`config.mk`:
```
export PLATFORM = sky130hd
export DESIGN_NAME = prcd_decoder
export DESIGN_NICKNAME = d
export VERILOG_FILES = /design/src/prcd_pkg.sv /design/src/prcd_pair_if.sv /design/src/prcd_pair_scale.sv /design/src/prcd_clip.sv /design/src/prcd_decoder.sv
export SDC_FILE = /design/constraint.sdc
export NUM_CORES = 2
export LEC_CHECK = 0
export BUFFER_PORTS_ARGS = -buffer_cell sky130_fd_sc_hd__buf_2
export CAP_MARGIN = 20
export CORE_ASPECT_RATIO = 1.4
export CORE_MARGIN = 2
export CORE_UTILIZATION = 50
export CTS_CLUSTER_DIAMETER = 60
export DETAILED_ROUTE_END_ITERATION = 8
export PLACE_DENSITY = 0.67
export SKIP_CTS_REPAIR_TIMING = 1
export SLEW_MARGIN = 30
export SYNTH_ARGS = -nofsm -noshare
export SYNTH_HDL_FRONTEND = slang
export SYNTH_SLANG_ARGS = --single-unit
```
`constraint.sdc`:
```
create_clock -name mclk_in -period 11 [get_ports mclk_in]
set_clock_uncertainty 0.1 [all_clocks]
set_input_delay 0.55 -clock mclk_in [delete_from_list [all_inputs] [get_ports mclk_in]]
set_output_delay 0.55 -clock mclk_in [all_outputs]
set_load 0.05 [all_outputs]
```
`src/prcd_pkg.sv`:
```
// Constants and types for the page region command decoder
package prcd_pkg;
  localparam logic [7:0] ESC_BYTE = 8'h1b;
  localparam logic [7:0] OP_REGION = 8'h57;
  localparam logic [7:0] OP_ROTATE = 8'h56;
  localparam logic [7:0] ROT_OFF_A = 8'h00;
  localparam logic [7:0] ROT_OFF_B = 8'h30;
  localparam logic [7:0] ROT_ON_A = 8'h01;
  localparam logic [7:0] ROT_ON_B = 8'h31;
  localparam logic [2:0] PARAM_LAST = 3'h7;
  localparam int IDX_XL = 0;
  localparam int IDX_XH = 1;
  localparam int IDX_YL = 2;
  localparam int IDX_YH = 3;
  localparam int IDX_WL = 4;
  localparam int IDX_WH = 5;
  localparam int IDX_HL = 6;
  localparam int IDX_HH = 7;
  localparam logic [7:0] REGION_BYTE_RST = 8'h00;
  localparam logic ROT_RST = 1'b0;
  localparam logic [15:0] PRINT_W_3IN = 16'h0240;
  localparam logic [15:0] PRINT_W_2IN = 16'h01b0;
  localparam logic [15:0] PRINT_H = 16'h0300;

  typedef enum logic [1:0] {
    ST_IDLE,
    ST_ESC,
    ST_PARAM,
    ST_ROT
  } prcd_state_t;
endpackage : prcd_pkg

```
`src/prcd_pair_if.sv`:
```
// Low/high byte pair with its pitch and scaled result
`timescale 1ns/1ps
interface prcd_pair_if #(
  parameter int PITCH_W = 8
);
  logic [7:0] lo;
  logic [7:0] hi;
  logic [PITCH_W-1:0] pitch;
  logic [16+PITCH_W-1:0] value;

  modport src (output lo, output hi, output pitch, input value);
  modport scaler (input lo, input hi, input pitch, output value);
endinterface : prcd_pair_if

```
`src/prcd_pair_scale.sv`:
```
// Scales a low/high byte pair by the basic pitch
`timescale 1ns/1ps
module prcd_pair_scale #(
  parameter int PITCH_W = 8
) (
  prcd_pair_if.scaler p
);
  localparam int VAL_W = 16 + PITCH_W;
  wire [VAL_W-1:0] pair_w = VAL_W'({p.hi, p.lo});
  wire [VAL_W-1:0] pitch_w = VAL_W'(p.pitch);

  assign p.value = pair_w * pitch_w;
endmodule : prcd_pair_scale

```
`src/prcd_clip.sv`:
```
// Clips a length so that start plus length stays inside the printable extent
`timescale 1ns/1ps
module prcd_clip #(
  parameter int W = 24
) (
  input wire logic [W-1:0] start_in,
  input wire logic [W-1:0] len_in,
  input wire logic [W-1:0] limit_in,
  output logic [W-1:0] len_out
);
  wire [W:0] reach = {1'b0, start_in} + {1'b0, len_in};
  wire past_end = reach > {1'b0, limit_in};
  wire start_out = start_in >= limit_in;

  // A start already outside the area leaves nothing printable
  assign len_out = start_out ? '0 : (past_end ? limit_in - start_in : len_in);
endmodule : prcd_clip

```
`src/prcd_decoder.sv`:
```
// Page region and rotation command decoder
`timescale 1ns/1ps
module prcd_decoder
  import prcd_pkg::*;
#(
  parameter int PITCH_W = 8
) (
  input wire logic mclk_in,
  input wire logic reset_in,
  input wire logic [7:0] cmd_byte_in,
  input wire logic cmd_valid_in,
  input wire logic [PITCH_W-1:0] pitch_in,
  input wire logic paper_two_inch_in,
  input wire logic page_mode_enter_in,
  input wire logic std_mode_enter_in,
  output logic [16+PITCH_W-1:0] x_start_out,
  output logic [16+PITCH_W-1:0] y_start_out,
  output logic [16+PITCH_W-1:0] width_out,
  output logic [16+PITCH_W-1:0] height_out,
  output logic region_update_out,
  output logic region_reject_out,
  output logic page_mode_out,
  output logic rotate_setting_out,
  output logic rotate_single_byte_alnum_kana_out,
  output logic rotate_double_byte_out
);
  localparam int VAL_W = 16 + PITCH_W;

  prcd_state_t state_r;
  prcd_state_t state_nxt;
  logic [2:0] cnt_r;
  logic [7:0] pbuf_r [0:7];
  logic [7:0] region_r [0:7];
  logic [PITCH_W-1:0] pitch_r;
  logic page_mode_r;
  logic rot_setting_r;
  logic rot_print_r;
  logic apply_r;
  logic reject_r;
  logic update_r;
  logic [VAL_W-1:0] x_start_r;
  logic [VAL_W-1:0] y_start_r;
  logic [VAL_W-1:0] width_r;
  logic [VAL_W-1:0] height_r;

  // Byte stream decoding
  wire is_esc = cmd_byte_in == ESC_BYTE;
  wire param_final = cmd_valid_in && state_r == ST_PARAM && cnt_r == PARAM_LAST;
  wire rot_final = cmd_valid_in && state_r == ST_ROT;
  wire zero_width = pbuf_r[IDX_WL] == 8'h00 && pbuf_r[IDX_WH] == 8'h00;
  wire zero_height = pbuf_r[IDX_HL] == 8'h00 && cmd_byte_in == 8'h00;
  wire zero_dim = zero_width || zero_height;
  wire region_take = param_final && !page_mode_r && !zero_dim;
  wire region_drop = param_final && (page_mode_r || zero_dim);
  wire rot_on_val = cmd_byte_in == ROT_ON_A || cmd_byte_in == ROT_ON_B;
  wire rot_off_val = cmd_byte_in == ROT_OFF_A || cmd_byte_in == ROT_OFF_B;
  wire rot_on_cmd = rot_final && rot_on_val;
  wire rot_off_cmd = rot_final && rot_off_val;
  wire rot_setting_nxt = rot_on_cmd ? 1'b1 : (rot_off_cmd ? 1'b0 : rot_setting_r);
  wire page_mode_nxt = std_mode_enter_in ? 1'b0 : (page_mode_enter_in ? 1'b1 : page_mode_r);

  always_comb begin
    state_nxt = state_r;
    case (state_r)
      ST_IDLE: begin
        if (cmd_valid_in && is_esc) begin
          state_nxt = ST_ESC;
        end
      end
      ST_ESC: begin
        if (cmd_valid_in) begin
          if (cmd_byte_in == OP_REGION) begin
            state_nxt = ST_PARAM;
          end else if (cmd_byte_in == OP_ROTATE) begin
            state_nxt = ST_ROT;
          end else if (is_esc) begin
            state_nxt = ST_ESC;
          end else begin
            state_nxt = ST_IDLE;
          end
        end
      end
      ST_PARAM: begin
        if (param_final) begin
          state_nxt = ST_IDLE;
        end
      end
      ST_ROT: begin
        if (cmd_valid_in) begin
          state_nxt = ST_IDLE;
        end
      end
      default: begin
        state_nxt = ST_IDLE;
      end
    endcase
  end

  always_ff @(posedge mclk_in) begin
    if (reset_in) begin
      state_r <= ST_IDLE;
      cnt_r <= 3'h0;
    end else begin
      state_r <= state_nxt;
      if (state_r != ST_PARAM) begin
        cnt_r <= 3'h0;
      end else if (cmd_valid_in) begin
        cnt_r <= cnt_r + 3'h1;
      end
    end
  end

  // Parameter bytes arrive in fixed order and are filed by position
  always_ff @(posedge mclk_in) begin
    if (reset_in) begin
      for (int i = 0; i < 8; i++) begin
        pbuf_r[i] <= 8'h00;
      end
    end else if (cmd_valid_in && state_r == ST_PARAM) begin
      pbuf_r[cnt_r] <= cmd_byte_in;
    end
  end

  // Accepted region bytes, held until the next accepted command
  always_ff @(posedge mclk_in) begin
    if (reset_in) begin
      for (int i = 0; i < 8; i++) begin
        region_r[i] <= REGION_BYTE_RST;
      end
      pitch_r <= '0;
    end else if (region_take) begin
      for (int i = 0; i < 7; i++) begin
        region_r[i] <= pbuf_r[i];
      end
      region_r[IDX_HH] <= cmd_byte_in;
      pitch_r <= pitch_in;
    end
  end

  wire [7:0] x_start_low = region_r[IDX_XL];
  wire [7:0] x_start_high = region_r[IDX_XH];
  wire [7:0] y_start_low = region_r[IDX_YL];
  wire [7:0] y_start_high = region_r[IDX_YH];

  // Four scaled pairs: x start, y start, width, height
  logic [VAL_W-1:0] scaled [0:3];

  for (genvar g = 0; g < 4; g++) begin : g_pair
    prcd_pair_if #(.PITCH_W(PITCH_W)) pif ();
    assign pif.lo = region_r[2*g];
    assign pif.hi = region_r[2*g+1];
    assign pif.pitch = pitch_r;
    assign scaled[g] = pif.value;
    prcd_pair_scale #(.PITCH_W(PITCH_W)) u_scale (
      .p(pif.scaler)
    );
  end

  wire [VAL_W-1:0] x_raw = scaled[0];
  wire [VAL_W-1:0] y_raw = scaled[1];
  wire [VAL_W-1:0] w_raw = scaled[2];
  wire [VAL_W-1:0] h_raw = scaled[3];
  wire [VAL_W-1:0] limit_w = VAL_W'(paper_two_inch_in ? PRINT_W_2IN : PRINT_W_3IN);
  wire [VAL_W-1:0] limit_h = VAL_W'(PRINT_H);
  logic [VAL_W-1:0] w_clip;
  logic [VAL_W-1:0] h_clip;

  prcd_clip #(.W(VAL_W)) u_clip_w (
    .start_in(x_raw),
    .len_in(w_raw),
    .limit_in(limit_w),
    .len_out(w_clip)
  );

  prcd_clip #(.W(VAL_W)) u_clip_h (
    .start_in(y_raw),
    .len_in(h_raw),
    .limit_in(limit_h),
    .len_out(h_clip)
  );

  // Results are loaded one cycle after the bytes are accepted
  always_ff @(posedge mclk_in) begin
    if (reset_in) begin
      apply_r <= 1'b0;
      reject_r <= 1'b0;
      update_r <= 1'b0;
    end else begin
      apply_r <= region_take;
      reject_r <= region_drop;
      update_r <= apply_r;
    end
  end

  always_ff @(posedge mclk_in) begin
    if (reset_in) begin
      x_start_r <= '0;
      y_start_r <= '0;
      width_r <= '0;
      height_r <= '0;
    end else if (apply_r) begin
      x_start_r <= x_raw;
      y_start_r <= y_raw;
      width_r <= w_clip;
      height_r <= h_clip;
    end
  end

  // Mode flag and rotation setting
  always_ff @(posedge mclk_in) begin
    if (reset_in) begin
      page_mode_r <= 1'b0;
      rot_setting_r <= ROT_RST;
      rot_print_r <= ROT_RST;
    end else begin
      page_mode_r <= page_mode_nxt;
      rot_setting_r <= rot_setting_nxt;
      rot_print_r <= rot_setting_nxt && !page_mode_nxt;
    end
  end

  assign x_start_out = x_start_r;
  assign y_start_out = y_start_r;
  assign width_out = width_r;
  assign height_out = height_r;
  assign region_update_out = update_r;
  assign region_reject_out = reject_r;
  assign page_mode_out = page_mode_r;
  assign rotate_setting_out = rot_setting_r;
  assign rotate_single_byte_alnum_kana_out = rot_print_r;
  assign rotate_double_byte_out = rot_print_r;
endmodule : prcd_decoder

```
==> summary.md <==
| Metric | Value |
|---|---|
| Status | finished clean |
| CP top delay family | compound AO/OA/AOI/OAI gates |
| Crit path DAT | 9580 ps |
| Period minus WS final | 9180 ps |
| Multi-input logic area | 20,700 µm² |
| Commonest non-fill, non-tap cell in the layout | and2_1 |
| Total CTS buffers | 26 |
| H-Tree Depth | 1 |
| Met3 Use GR | 0.0286 |
| Site row count | 104 |
| Die Height | 288 µm |
| Most frequent cells in the layout | 458 x and2_1, 437 x inv_1, 338 x fa_1, 285 x nand2_1, 240 x ha_1 |
| Global-route wire length before repair | 124,000 µm |
| Async set-reset flop share out of synthesis | 0 |
| Simple-Gate Fraction of Synth Area | 0.212 |
| Buf/Inv on CP | 4 |
| Ports | 124 |
| Final WL | 76,600 µm |
| Gr usage total | 0.264 |
| Post-synth EDFFs | 120 |
| Worst setup SP type | flop |
| Met1 usage | 0.288 |
| Hold Crit Class | primary input to flop |
| Relative slew slack | 0.344 |
| Mapped cell area | 28,800 µm² |
| Grt ovf | 0 |
| XOR/XNOR Fraction of Synth Area | 0.0377 |
| Worst skew pair latency | 570 ps |
| Nets | 3,811 |
| Clock tree from TritonCTS | done |
| Chip width | 207 µm |
| Pleak | 15.5 nW |
| Via Count | 22,400 |
| Vias in the first global route | 23,800 |
| Mapped Avg Cell Area | 9.11 µm² |
| Slew @ Worst Pin | 976 ps |
| Synth cell types | 95 |
| Clock buffer depth | 3 |
| Complex-gate fraction of the synthesized area | 0.108 |
| Share of layout cells above drive strength 1 | 0.0783 |
| Routed WL per cell | 19.3 µm |
| Crit path largest cell delay | 880 ps |
| Dpl hpwl | 61,200 µm |
| #FFs+latches synth | 235 |
| Register Area | 5920 µm² |
| Slowest-stage cell, CP | dfxtp_2 |
| Synth Instances | 3,157 |
| Max Cap Violations | 0 |
| Grt met2 use | 0.497 |
| Die area | 59,500 µm² |
| RD Place Congestion | 0.939 |
| Initial antenna violation count | 5 |
| DRC | 0 |
| Initial Util | 0.503 |
| Tcrit/Tclk final | 0.835 |
| RSZ-0062 raised after global routing | false |
| Pre-antenna DRT Iters | 5 |
| Fillers | 5,173 |
| Max Fanout on Critical Path | 42 |
| Post-synth net total | 3,757 |
| Power Density | 63.0 nW/µm² |
| IO Port Bufs | 123 |
| Worst IR Drop VDD | 114 µV |
| CP required | 11,390 ps |
| Sequential-to-total area share from yosys stat | 0.205 |
| # setup viols final | 0 |
| Root buffer cell | clkbuf_16 |
| Antenna Violating Nets Remaining | 0 |
| CP endpoint kind | flop |
| Mux cell area share after synthesis | 0.0214 |
| Initial DRC Count | 1,189 |
| Largest family of logic cells by synthesized area | adder cells |
| Number of vias per cell | 5.63 |
| Fin. Hold Viols | 0 |
| Setup TNS | 0 ps |
| Clock transition at path regs | 60 ps |
| Non-filler cells, final | 3,976 |
| Peak Freq | 0.109 GHz |
| Clock Sinks | 235 |
| Fin. max-slew vios | 0 |
| Critical path type | flop to flop |
| Syn. warnings | 0 |
| Core ar. | 57,300 µm² |
| Placed cells | 3,925 |
| CP most frequent cell | fa_1 |
| Main synth FF type | edfxtp_1 |
| Largest net degree at the start of global routing | 55 |
| Post-Synth Adder-Cell Area | 0.340 |
| GRT Max-Usage Layer | met2 |
| Syn-to-layout area delta | 7.85% |
-- kinds of logic after synthesis --
logic type | after synthesis
xor+xnor | 117
compound gates | 459
flops | 235
simple gates | 1135
fa+ha+maj | 578
mux | 61
buf+inv | 572
-- layout make-up --
class	instances	area share
repair buffers	159	0.0296
clock buffers	32	0.0220
diodes	3	0.000242
multi-input cells	2350	0.668
flip-flops and latches	235	0.191
inverters	439	0.0531
clock inverters	16	0.00685
well taps	742	0.0299
-- power by group --
part / total, mW / internal, mW / switching, mW
logic: 0.0518 / 0.0133 / 0.0385
clock network: 0.924 / 0.540 / 0.384
registers: 0.979 / 0.942 / 0.0364
total: 1.95 / 1.50 / 0.459
-- path summary, 6_finish.rpt --
check	startpoint	to	slack, ps	depth (start not counted)
max reg2reg	g_pair[0].pif.pitch[5]	width_out[7]	1820	26
max	g_pair[0].pif.pitch[5]	width_out[7]	1820	26
min reg2reg	height_out[16]	height_out[16]	330	2
min	pitch_in[0]	g_pair[0].pif.pitch[0]	90	2
-- registers in the layout, summed over array words and instances (netlist names) --
register                cells
apply_r                     1
cnt_r                       3
g_pair.pif.pitch            8
height_out                 24
page_mode_out               1
pbuf_r                     56
region_r                   64
region_reject_out           1
region_update_out           1
rotate_double_byte_out      1
rotate_setting_out          1
state_r                     2
width_out                  24
x_start_out                24
y_start_out                24
-- per-layer routing --
layer / part of all wire / up-vias
li1: - / 10500
met1: 0.37 / 11100
met2: 0.53 / 632
met3: 0.042 / 217
met4: 0.059 / 4
met5: 0.00030 / -
-- synthesized netlist by cell type (10+ instances only) --
master / instances / area, µm²
nand4_1: 29 / 181
o21bai_1: 10 / 75.1
o21ai_0: 70 / 350
a211oi_1: 18 / 135
or2_2: 15 / 93.8
o211ai_1: 21 / 158
buf_1: 14 / 52.6
nand3_1: 40 / 200
nor3_1: 32 / 160
or3_1: 11 / 68.8
nor4_1: 16 / 100
and2_1: 458 / 2870
a22o_1: 11 / 96.3
nand2b_1: 15 / 93.8
ha_1: 240 / 3000
dfxtp_1: 115 / 2300
nor2_1: 129 / 484
clkbuf_1: 105 / 394
nor2b_1: 33 / 206
and3_1: 24 / 150
xor2_1: 33 / 289
a21o_1: 39 / 293
inv_1: 438 / 1640
a21oi_1: 129 / 646
o31ai_1: 13 / 97.6
xnor2_1: 80 / 701
nand2_1: 285 / 1070
o21a_1: 21 / 158
fa_1: 338 / 6770
a211o_1: 13 / 114
edfxtp_1: 120 / 3600
a31oi_1: 20 / 125
mux2i_1: 58 / 581
-- per-stage QoR --
step                      hold slack, ps  power (mW)  setup WS [ps]   util  instance area (µm²)
final                               91.8        1.95           1820  0.542                31000
after global routing                95.0        2.00           1370  0.542                31000
after CTS                           74.5        1.97           1850  0.542                31000
after detailed placement             328        1.05           1940  0.526                30100
after global placement               321        1.05           1970  0.526                30100
after floorplan                      358        1.01           3440      -                28800
(Power assumes the default switching activity.)
